`config.mk`:
```
export PLATFORM = sky130hd
export DESIGN_NAME = bas_window_regs
export DESIGN_NICKNAME = d
export VERILOG_FILES = /design/src/bas_pkg.sv /design/src/bas_size_mask.sv /design/src/bas_window_regs.sv
export SDC_FILE = /design/constraint.sdc
export NUM_CORES = 1
export LEC_CHECK = 0
export BUFFER_PORTS_ARGS = -buffer_cell sky130_fd_sc_hd__buf_4
export CAP_MARGIN = 20
export CORE_MARGIN = 5
export CORE_UTILIZATION = 45
export DETAILED_ROUTE_END_ITERATION = 10
export PLACE_DENSITY = 0.72
export SYNTH_ARGS = -nofsm -noshare
export SYNTH_HDL_FRONTEND = slang
export SYNTH_HIERARCHICAL = 1
export SYNTH_SLANG_ARGS = --single-unit
```
`constraint.sdc`:
```
create_clock -name clock -period 2.1 [get_ports clock]
set_clock_uncertainty 0.05 [all_clocks]
set_input_delay 0.525 -clock clock [delete_from_list [all_inputs] [get_ports clock]]
set_output_delay 0.525 -clock clock [all_outputs]
set_load 0.005 [all_outputs]
```
`src/bas_pkg.sv`:
```
package bas_pkg;

  // Register offsets on the plain register port, in bytes.
  localparam logic [7:0] BAS_OFS_SETUP = 8'h00;
  localparam logic [7:0] BAS_OFS_WINDOW = 8'h04;

  // Width of the register data path.
  localparam int BAS_DW = 32;

  // The lowest base-address bit stands for this address bit.
  localparam int BAS_BASE_LSB = 4;
  // Number of base-address bits held in the window register.
  localparam int BAS_BASE_W = BAS_DW - BAS_BASE_LSB;
  // Size values below this disable the window.
  localparam logic [5:0] BAS_SIZE_MIN = 6'h04;

  // Field positions inside the setup register.
  localparam int BAS_SPACE_POS = 0;
  localparam int BAS_TYPE_LO = 1;
  localparam int BAS_TYPE_HI = 2;
  localparam int BAS_PREF_POS = 3;
  localparam int BAS_SIZE_LO = 4;
  localparam int BAS_SIZE_HI = 9;
  localparam int BAS_MODE_POS = 10;
  localparam int BAS_XLAT_LO = 11;
  localparam int BAS_XLAT_HI = 12;
  localparam int BAS_PART_LO = 13;
  localparam int BAS_PART_HI = 15;
  localparam int BAS_RSVD_LO = 16;
  localparam int BAS_RSVD_HI = 30;
  localparam int BAS_EN_POS = 31;

  // Fixed encodings of the read-only fields and of the first window's type.
  localparam logic bas_mode_window = 1'b0;
  localparam logic [1:0] BAS_XLAT_DIRECT = 2'h0;
  localparam logic [1:0] BAS_TYPE_ADDR64 = 2'h2;
  localparam logic BAS_SPACE_MEMORY = 1'b0;

  // Reset values.
  localparam logic [BAS_DW-1:0] BAS_WORD_RST = 32'h0000_0000;
  localparam logic [14:0] BAS_RSVD_VAL = 15'h0000;

  // Writable contents of the setup register.
  typedef struct packed {
    logic enable;
    logic [2:0] target_partition;
    logic [5:0] size;
    logic prefetch;
    logic [1:0] addr_type;
    logic space_indicator;
  } bas_setup_t;

  localparam bas_setup_t BAS_SETUP_RST = '{default: '0};

  // Decoded view of the window handed to the translation logic.
  typedef struct packed {
    logic active;
    logic paired;
    logic [5:0] size;
    logic [2:0] target_partition;
  } bas_view_t;

endpackage : bas_pkg

```
`src/bas_size_mask.sv`:
```
`timescale 1ns/1ps

// Turns the programmed size into a per-bit write and read mask for the
// base-address bits. Purely combinational so the main block can apply it
// on the very cycle of a write.
module bas_size_mask
  import bas_pkg::*;
#(
  parameter int BASE_W = BAS_BASE_W
) (
  input wire logic [5:0] size,
  output logic [BASE_W-1:0] mask
);

  // A size below the minimum turns every base bit into a read-only zero.
  logic size_valid;

  assign size_valid = (size >= BAS_SIZE_MIN);

  // One comparator per base bit; bit i stands for address bit i plus four.
  for (genvar i = 0; i < BASE_W; i++) begin : g_bit
    // Address position of this base bit, held one bit wider than the size field.
    localparam logic [6:0] ADDR_POS = 7'(i + BAS_BASE_LSB);
    // Writable only at or above the size value; sizes past 31 leave no bit
    // writable, so address bits beyond 32 are simply never stored.
    assign mask[i] = size_valid && (ADDR_POS >= {1'b0, size});
  end

endmodule : bas_size_mask

```
`src/bas_window_regs.sv`:
```
// The plain strobed port and the register offsets were chosen for this implementation.
`timescale 1ns/1ps

// Function
// - Six-bit size gives window as two-power.
// - Lowest base bit stands for address four.
// - Base bits at or above size writable.
// - Base bits below size read zero, unwritable.
// - Size below four disables the window.
// - Sizes above 31 ignore address bits past 32.
// - Paired with 64-bit first window: upper base.
// - Mode field reads constant zero, window mode.
// - Translation type reads constant zero, direct.
// - Writable three-bit target partition, resets zero.
// - Enable clear: window reads zero, ignored.
// - Memory-space first window of type two means 64-bit pairing.
module bas_window_regs
  import bas_pkg::*;
#(
  parameter int AW = 8
) (
  input wire logic clock,
  input wire logic rst_n,
  input wire logic [AW-1:0] reg_addr,
  input wire logic [BAS_DW-1:0] reg_wdata,
  input wire logic reg_wr,
  input wire logic reg_rd,
  input wire logic first_space_indicator,
  input wire logic [1:0] first_addr_type,
  output logic [BAS_DW-1:0] reg_rdata_ff,
  output logic [BAS_DW-1:0] window_base_ff,
  output logic [BAS_DW-1:0] upper_base_ff,
  output bas_view_t window_view_ff
);

  // Stored writable fields of the setup register.
  bas_setup_t setup_ff;
  // Stored contents of the window register; unpaired, only masked bits are meaningful.
  logic [BAS_DW-1:0] window_ff;

  // Address decode of the two registers.
  logic hit_setup;
  logic hit_window;

  // Pairing condition taken from the first window's setup.
  logic paired;
  // Per-bit mask built from the programmed size.
  logic [BAS_BASE_W-1:0] base_mask;
  // Next value of the setup fields and of the window word.
  bas_setup_t nxt_setup;
  logic [BAS_DW-1:0] nxt_window;
  // Read views of the two registers.
  logic [BAS_DW-1:0] setup_word;
  logic [BAS_DW-1:0] window_word;
  logic [BAS_DW-1:0] nxt_rdata;
  // Derived values for the translation side.
  logic [BAS_DW-1:0] nxt_base;
  bas_view_t nxt_view;

  // The addresses are full-width compares; anything else is unmapped.
  assign hit_setup = (reg_addr == AW'(BAS_OFS_SETUP));
  assign hit_window = (reg_addr == AW'(BAS_OFS_WINDOW));

  // A memory-space first window with the 64-bit type takes this register
  // over as its upper half.
  assign paired = (first_space_indicator == BAS_SPACE_MEMORY) &&
                  (first_addr_type == BAS_TYPE_ADDR64);

  // The size mask is shared by the write path and the read path.
  bas_size_mask #(
    .BASE_W(BAS_BASE_W)
  ) u_mask (
    .size(setup_ff.size),
    .mask(base_mask)
  );

  // Setup write: every writable field stores, including the size while
  // paired, where it is kept but has no effect on decoding.
  always_comb begin
    nxt_setup = setup_ff;
    if (reg_wr && hit_setup) begin
      nxt_setup.space_indicator = reg_wdata[BAS_SPACE_POS];
      nxt_setup.addr_type = reg_wdata[BAS_TYPE_HI:BAS_TYPE_LO];
      nxt_setup.prefetch = reg_wdata[BAS_PREF_POS];
      nxt_setup.size = reg_wdata[BAS_SIZE_HI:BAS_SIZE_LO];
      nxt_setup.target_partition = reg_wdata[BAS_PART_HI:BAS_PART_LO];
      nxt_setup.enable = reg_wdata[BAS_EN_POS];
    end
  end

  // Setup register storage.
  always_ff @(posedge clock or negedge rst_n) begin
    if (!rst_n) begin
      setup_ff <= BAS_SETUP_RST;
    end else begin
      setup_ff <= nxt_setup;
    end
  end

  // Window write. Paired, all 32 bits are plain upper base storage. Alone and
  // enabled, only base bits the mask allows take the new value; the rest keep
  // whatever they held, and the read path hides them only while the mask does,
  // so a later size change can expose stale bits.
  always_comb begin
    nxt_window = window_ff;
    if (reg_wr && hit_window) begin
      if (paired) begin
        nxt_window = reg_wdata;
      end else if (setup_ff.enable) begin
        for (int i = 0; i < BAS_BASE_W; i++) begin
          if (base_mask[i]) begin
            nxt_window[i + BAS_BASE_LSB] = reg_wdata[i + BAS_BASE_LSB];
          end
        end
      end
    end
  end

  // Window register storage.
  always_ff @(posedge clock or negedge rst_n) begin
    if (!rst_n) begin
      window_ff <= BAS_WORD_RST;
    end else begin
      window_ff <= nxt_window;
    end
  end

  // Setup read view: mode and translation type are constants, the
  // reserved span reads zero.
  always_comb begin
    setup_word = BAS_WORD_RST;
    setup_word[BAS_SPACE_POS] = setup_ff.space_indicator;
    setup_word[BAS_TYPE_HI:BAS_TYPE_LO] = setup_ff.addr_type;
    setup_word[BAS_PREF_POS] = setup_ff.prefetch;
    setup_word[BAS_SIZE_HI:BAS_SIZE_LO] = setup_ff.size;
    setup_word[BAS_MODE_POS] = bas_mode_window;
    setup_word[BAS_XLAT_HI:BAS_XLAT_LO] = BAS_XLAT_DIRECT;
    setup_word[BAS_PART_HI:BAS_PART_LO] = setup_ff.target_partition;
    setup_word[BAS_RSVD_HI:BAS_RSVD_LO] = BAS_RSVD_VAL;
    setup_word[BAS_EN_POS] = setup_ff.enable;
  end

  // Window read view. Paired, the whole word is the upper base. Disabled,
  // every field reads zero. Otherwise the base bits pass the size mask and
  // the low nibble reports the attributes chosen in setup.
  always_comb begin
    window_word = BAS_WORD_RST;
    if (paired) begin
      window_word = window_ff;
    end else if (setup_ff.enable) begin
      window_word[BAS_DW-1:BAS_BASE_LSB] = window_ff[BAS_DW-1:BAS_BASE_LSB] & base_mask;
      window_word[BAS_SPACE_POS] = setup_ff.space_indicator;
      window_word[BAS_TYPE_HI:BAS_TYPE_LO] = setup_ff.addr_type;
      window_word[BAS_PREF_POS] = setup_ff.prefetch;
    end else begin
      window_word = BAS_WORD_RST;
    end
  end

  // Read mux; an unmapped address reads zero and no read leaves zero too.
  always_comb begin
    nxt_rdata = BAS_WORD_RST;
    if (reg_rd) begin
      if (hit_setup) begin
        nxt_rdata = setup_word;
      end else if (hit_window) begin
        nxt_rdata = window_word;
      end else begin
        nxt_rdata = BAS_WORD_RST;
      end
    end
  end

  // Read data stands in the cycle after the strobe and only there.
  always_ff @(posedge clock or negedge rst_n) begin
    if (!rst_n) begin
      reg_rdata_ff <= BAS_WORD_RST;
    end else begin
      reg_rdata_ff <= nxt_rdata;
    end
  end

  // Decoded view for the translation datapath. The window counts as active
  // only when enabled, not paired and with a size that enables decoding.
  always_comb begin
    nxt_view.paired = paired;
    nxt_view.active = setup_ff.enable && !paired && (setup_ff.size >= BAS_SIZE_MIN);
    nxt_view.size = paired ? 6'h00 : setup_ff.size;
    nxt_view.target_partition = nxt_view.active ? setup_ff.target_partition : 3'h0;
  end

  // Effective base address with the size mask applied and low bits zero.
  always_comb begin
    nxt_base = BAS_WORD_RST;
    if (nxt_view.active) begin
      nxt_base[BAS_DW-1:BAS_BASE_LSB] = window_ff[BAS_DW-1:BAS_BASE_LSB] & base_mask;
    end
  end

  // Registered outputs toward the translation logic. They trail the
  // registers by one cycle, which the datapath tolerates because setup
  // changes while traffic flows are not supported.
  always_ff @(posedge clock or negedge rst_n) begin
    if (!rst_n) begin
      window_view_ff <= '{default: '0};
      window_base_ff <= BAS_WORD_RST;
      upper_base_ff <= BAS_WORD_RST;
    end else begin
      window_view_ff <= nxt_view;
      window_base_ff <= nxt_base;
      upper_base_ff <= paired ? window_ff : BAS_WORD_RST;
    end
  end

endmodule : bas_window_regs

```
==> metrics.md <==
| Metric | Value |
|---|---|
| Post-synth top area cell | dfrtp_1 |
| RSZ-0062 raised after global routing | true |
| Proportion of layout cells with a drive suffix above 1 | 0.4578 |
| Fin crit period | 2090 ps |
| Top cells by area, synth | dfrtp_1 (63%), mux2_2 (8.0%), and3_1 (4.9%), and2_1 (3.8%), nor2b_1 (3.8%) |
| Worst endpoint required time | 2340 ps |
| Placed Cells | a little under 800 |
| Row cnt | between 40 and 50 |
| Min-Delay Path Depth | 2 |
| Register area | 0.003730 mm2 |
| Placed instance area | about 0.0075 mm2 |
| Post-synth EDFFs | 0 |
| Dpl ws | -128.7 ps |
| CTS sink cnt | roughly 150 |
| Clock latency on the worst-skew pair | 400 ps |
| Initial Utilization | 0.4524 |
| Power Total | 6.305 mW |
| Root Driver | clkbuf_16 |
| Cell area after layout | 0.008168 mm2 |
| Cell Int Power | approximately 4.9 mW |
| Vias/cell | 5.068 |
| Max Root-Sink Buffers | 2 |
| Post-route ant nets | 0 |
| Final hold viol count | 0 |
| HPWL Detailed | 10080 um |
| Number of fill cells | 1041 |
| Synth Flop Type | dfrtp_1 |
| Antenna violations before repair | 0 |
| Layout Utilization | 0.6242 |
| Drt wl/cell | 18.04 um |
| Grt total ovfl | 0 |
| Area growth syn-to-layout | 37.98% |
| Sw Ratio | 0.2169 |
| CTS Buf Count | 17 |
| Worst Tran Pin Value | 532.8 ps |
| Reg2reg path depth | 9 |
| Die area | between 0.015 and 0.02 mm2 |
| FMAX | roughly 480 MHz |
| Final setup violation count | 0 |
| Ys async rst share | 1.000 |
| Crit path kind | reg2reg |
| H-tree levels | 4 |
| Maximum vdd drop | 0.0004127 V |
| Gr usage total | 0.1951 |
| Status | completed |
| Initial DRC count | 218 |
| Hold Slack | approximately 300 ps |
| Nets | 686 |
| Total Wirelength | 14920 um |
| ANT cells | 0 |
| DRC viols | 0 |
| Avg Synthesized Cell Area | 12.95 um2 |
| Largest net degree at the start of global routing | 66 |
| Startpoint type of the worst setup path | flip-flop |
| Area of the multi-input gates | 0.002097 mm2 |
| Post-Route Setup TNS | 0 ps |
| Clock Pin Slew Worst Setup and Hold Paths | approximately 60 ps |
| Crit. End Element | flip-flop |
| Register area share after synthesis | 0.6299 |
| Largest fanout on the critical path | 6 |
| Clock power share | 0.465 |
| CORE AREA | 0.01309 mm2 |
| Cell variety after synth | 36 |
| Final worst-path cycle share | 0.9952 |
| Leakage | 4.566 nW |
| Die X | 124.7 um |
| Total of max-cap violations | 0 |
| Seq cells post-synth | 149 |
| Post-synth top area share | 0.6299 |
| I/O pin count | around 150 |
| Worst min-delay path class | in2reg |
| Buffers on Ports | 149 |
| Max-slew violations | 0 |
| Power per cell area | 771.9 mW/mm2 |
| First-pass GRT wire length | between 20000 and 25000 um |
| Post-route setup slack | 10.16 ps |
| Sw Pwr | 1.367 mW |
| Ys Warns | 6 |
| Vias post-DR | approximately 4200 |
| Critical path data arrival time | 2330 ps |
| Mapped Cells | 457 |
| Post-route insts no fill | 827 |
| Routability congestion estimate | around 0.8 |
| Post-synthesis cell area | ~0.0059 mm2 |
| Reg2reg setup slack | 10 ps |
| Die Y | about 120 um |
| CTS tree | built |
| Worst slew margin | 0.6415 |
| Sequential Power Share | 0.462 |
| Number of global-route vias before repair | 4393 |
| Pre-antenna DRT Iters | 4 |
| Comb pwr share | 0.073 |
==> cell families after synthesis <==
logic type             count (synthesis)  share of synthesized area
buffers and inverters                 39                    0.03255
other                                  1                  0.0006335
AOI/OAI and AO/OA                     63                    0.08222
and+or+nand+nor                      159                     0.1647
DFF                                  149                     0.6299
muxes                                 46                    0.09004
==> critical path: stages, from the launching register on <==
cell	delay, ps
dfrtp_1	400
buf_4	170
nor2_2	120
buf_4	130
nand2_2	80
o31ai_2	280
buf_4	160
a21o_1	120
nor2b_2	140
mux2_2	330
==> final timing paths <==
kind / startpoint / endpoint
setup / recovery: setup_ff[6]$_DFFE_PN0P_ / window_ff[16]$_DFFE_PN0P_
hold / removal: reg_wdata[28] / window_ff[28]$_DFFE_PN0P_
setup reg to reg: setup_ff[6]$_DFFE_PN0P_ / window_ff[16]$_DFFE_PN0P_
hold reg to reg: window_ff[19]$_DFFE_PN0P_ / upper_base_ff[19]$_DFF_PN0_
max in group asynchronous: rst_n / upper_base_ff[28]$_DFF_PN0_
min in group asynchronous: rst_n / window_ff[23]$_DFFE_PN0P_
==> layer usage <==
| metal | GRT usage | vias to the layer above | wire [um] |
|---|---|---|---|
| met5 | 0 | - | 0 |
| met4 | 0.05351 | 0 | 153 |
| met3 | 0.04846 | 12 | 725 |
| met2 | 0.3298 | 112 | 7782 |
| met1 | 0.2508 | 2129 | 6261 |
| li1 | - | 1938 | - |
==> cell usage after synthesis (all sizes together) (6+ instances only) <==
cell	number
buf	12
nor2	14
nor2b	36
a21o	28
a21oi	11
clkbuf	21
mux2	46
and3	46
inv	6
a32o	9
dfrtp	149
or2	6
and2	37
==> cell type report <==
type | instances | share of cell area
Inverter | 6 | 0.002757
Tap cell | 176 | 0.02696
Clock inverter | 9 | 0.01256
Multi-Input combinational cell | 272 | 0.2567
Sequential cell | 149 | 0.4566
Clock buffer | 22 | 0.05806
Timing Repair Buffer | 193 | 0.1863
==> power by group through the flow <==
stage	Sequential, mW	Combinational, mW	Clock (mW)
floorplan	2.96	0.178	0
global placement	2.96	0.426	0
detailed placement	2.96	0.433	0
CTS	2.91	0.439	2.99
global route	2.92	0.512	3.13
finish	2.91	0.462	2.93
==> what timing repair did <==
action                                  CTS  global route
pin swaps                                 1             2
gates resized for setup                   3            21
endpoints found under the hold margin    25             0
hold buffers                              1             0
buffers inserted                          0             3
endpoints found under the setup margin    1            14
==> sequential cells by signal, indices dropped and copies added, names as in the netlist <==
name,count
reg_rdata_ff,32
setup_ff,14
window_view_ff,11
window_base_ff,28
upper_base_ff,32
window_ff,32
==> cells in the final DEF (no fill, tap or decap), types with 3 or more instances in the layout <==
cell,netlist,final
conb_1,1,4
a21oi_2,0,5
clkinvlp_4,0,3
dfrtp_1,149,148
a32o_1,9,9
nand2b_1,4,4
mux2_4,4,4
clkbuf_8,0,3
buf_12,0,5
a21o_1,28,28
and3_1,46,46
mux2_2,42,42
nor2_2,1,3
clkbuf_16,0,17
a32oi_1,5,5
and2_1,36,36
nor2b_1,36,33
a21oi_1,11,6
inv_1,6,6
buf_4,5,185
nor2_1,13,10
clkinv_2,0,4
or2_4,1,3
nor2b_2,0,3
Power figures use the tool's default switching activity.
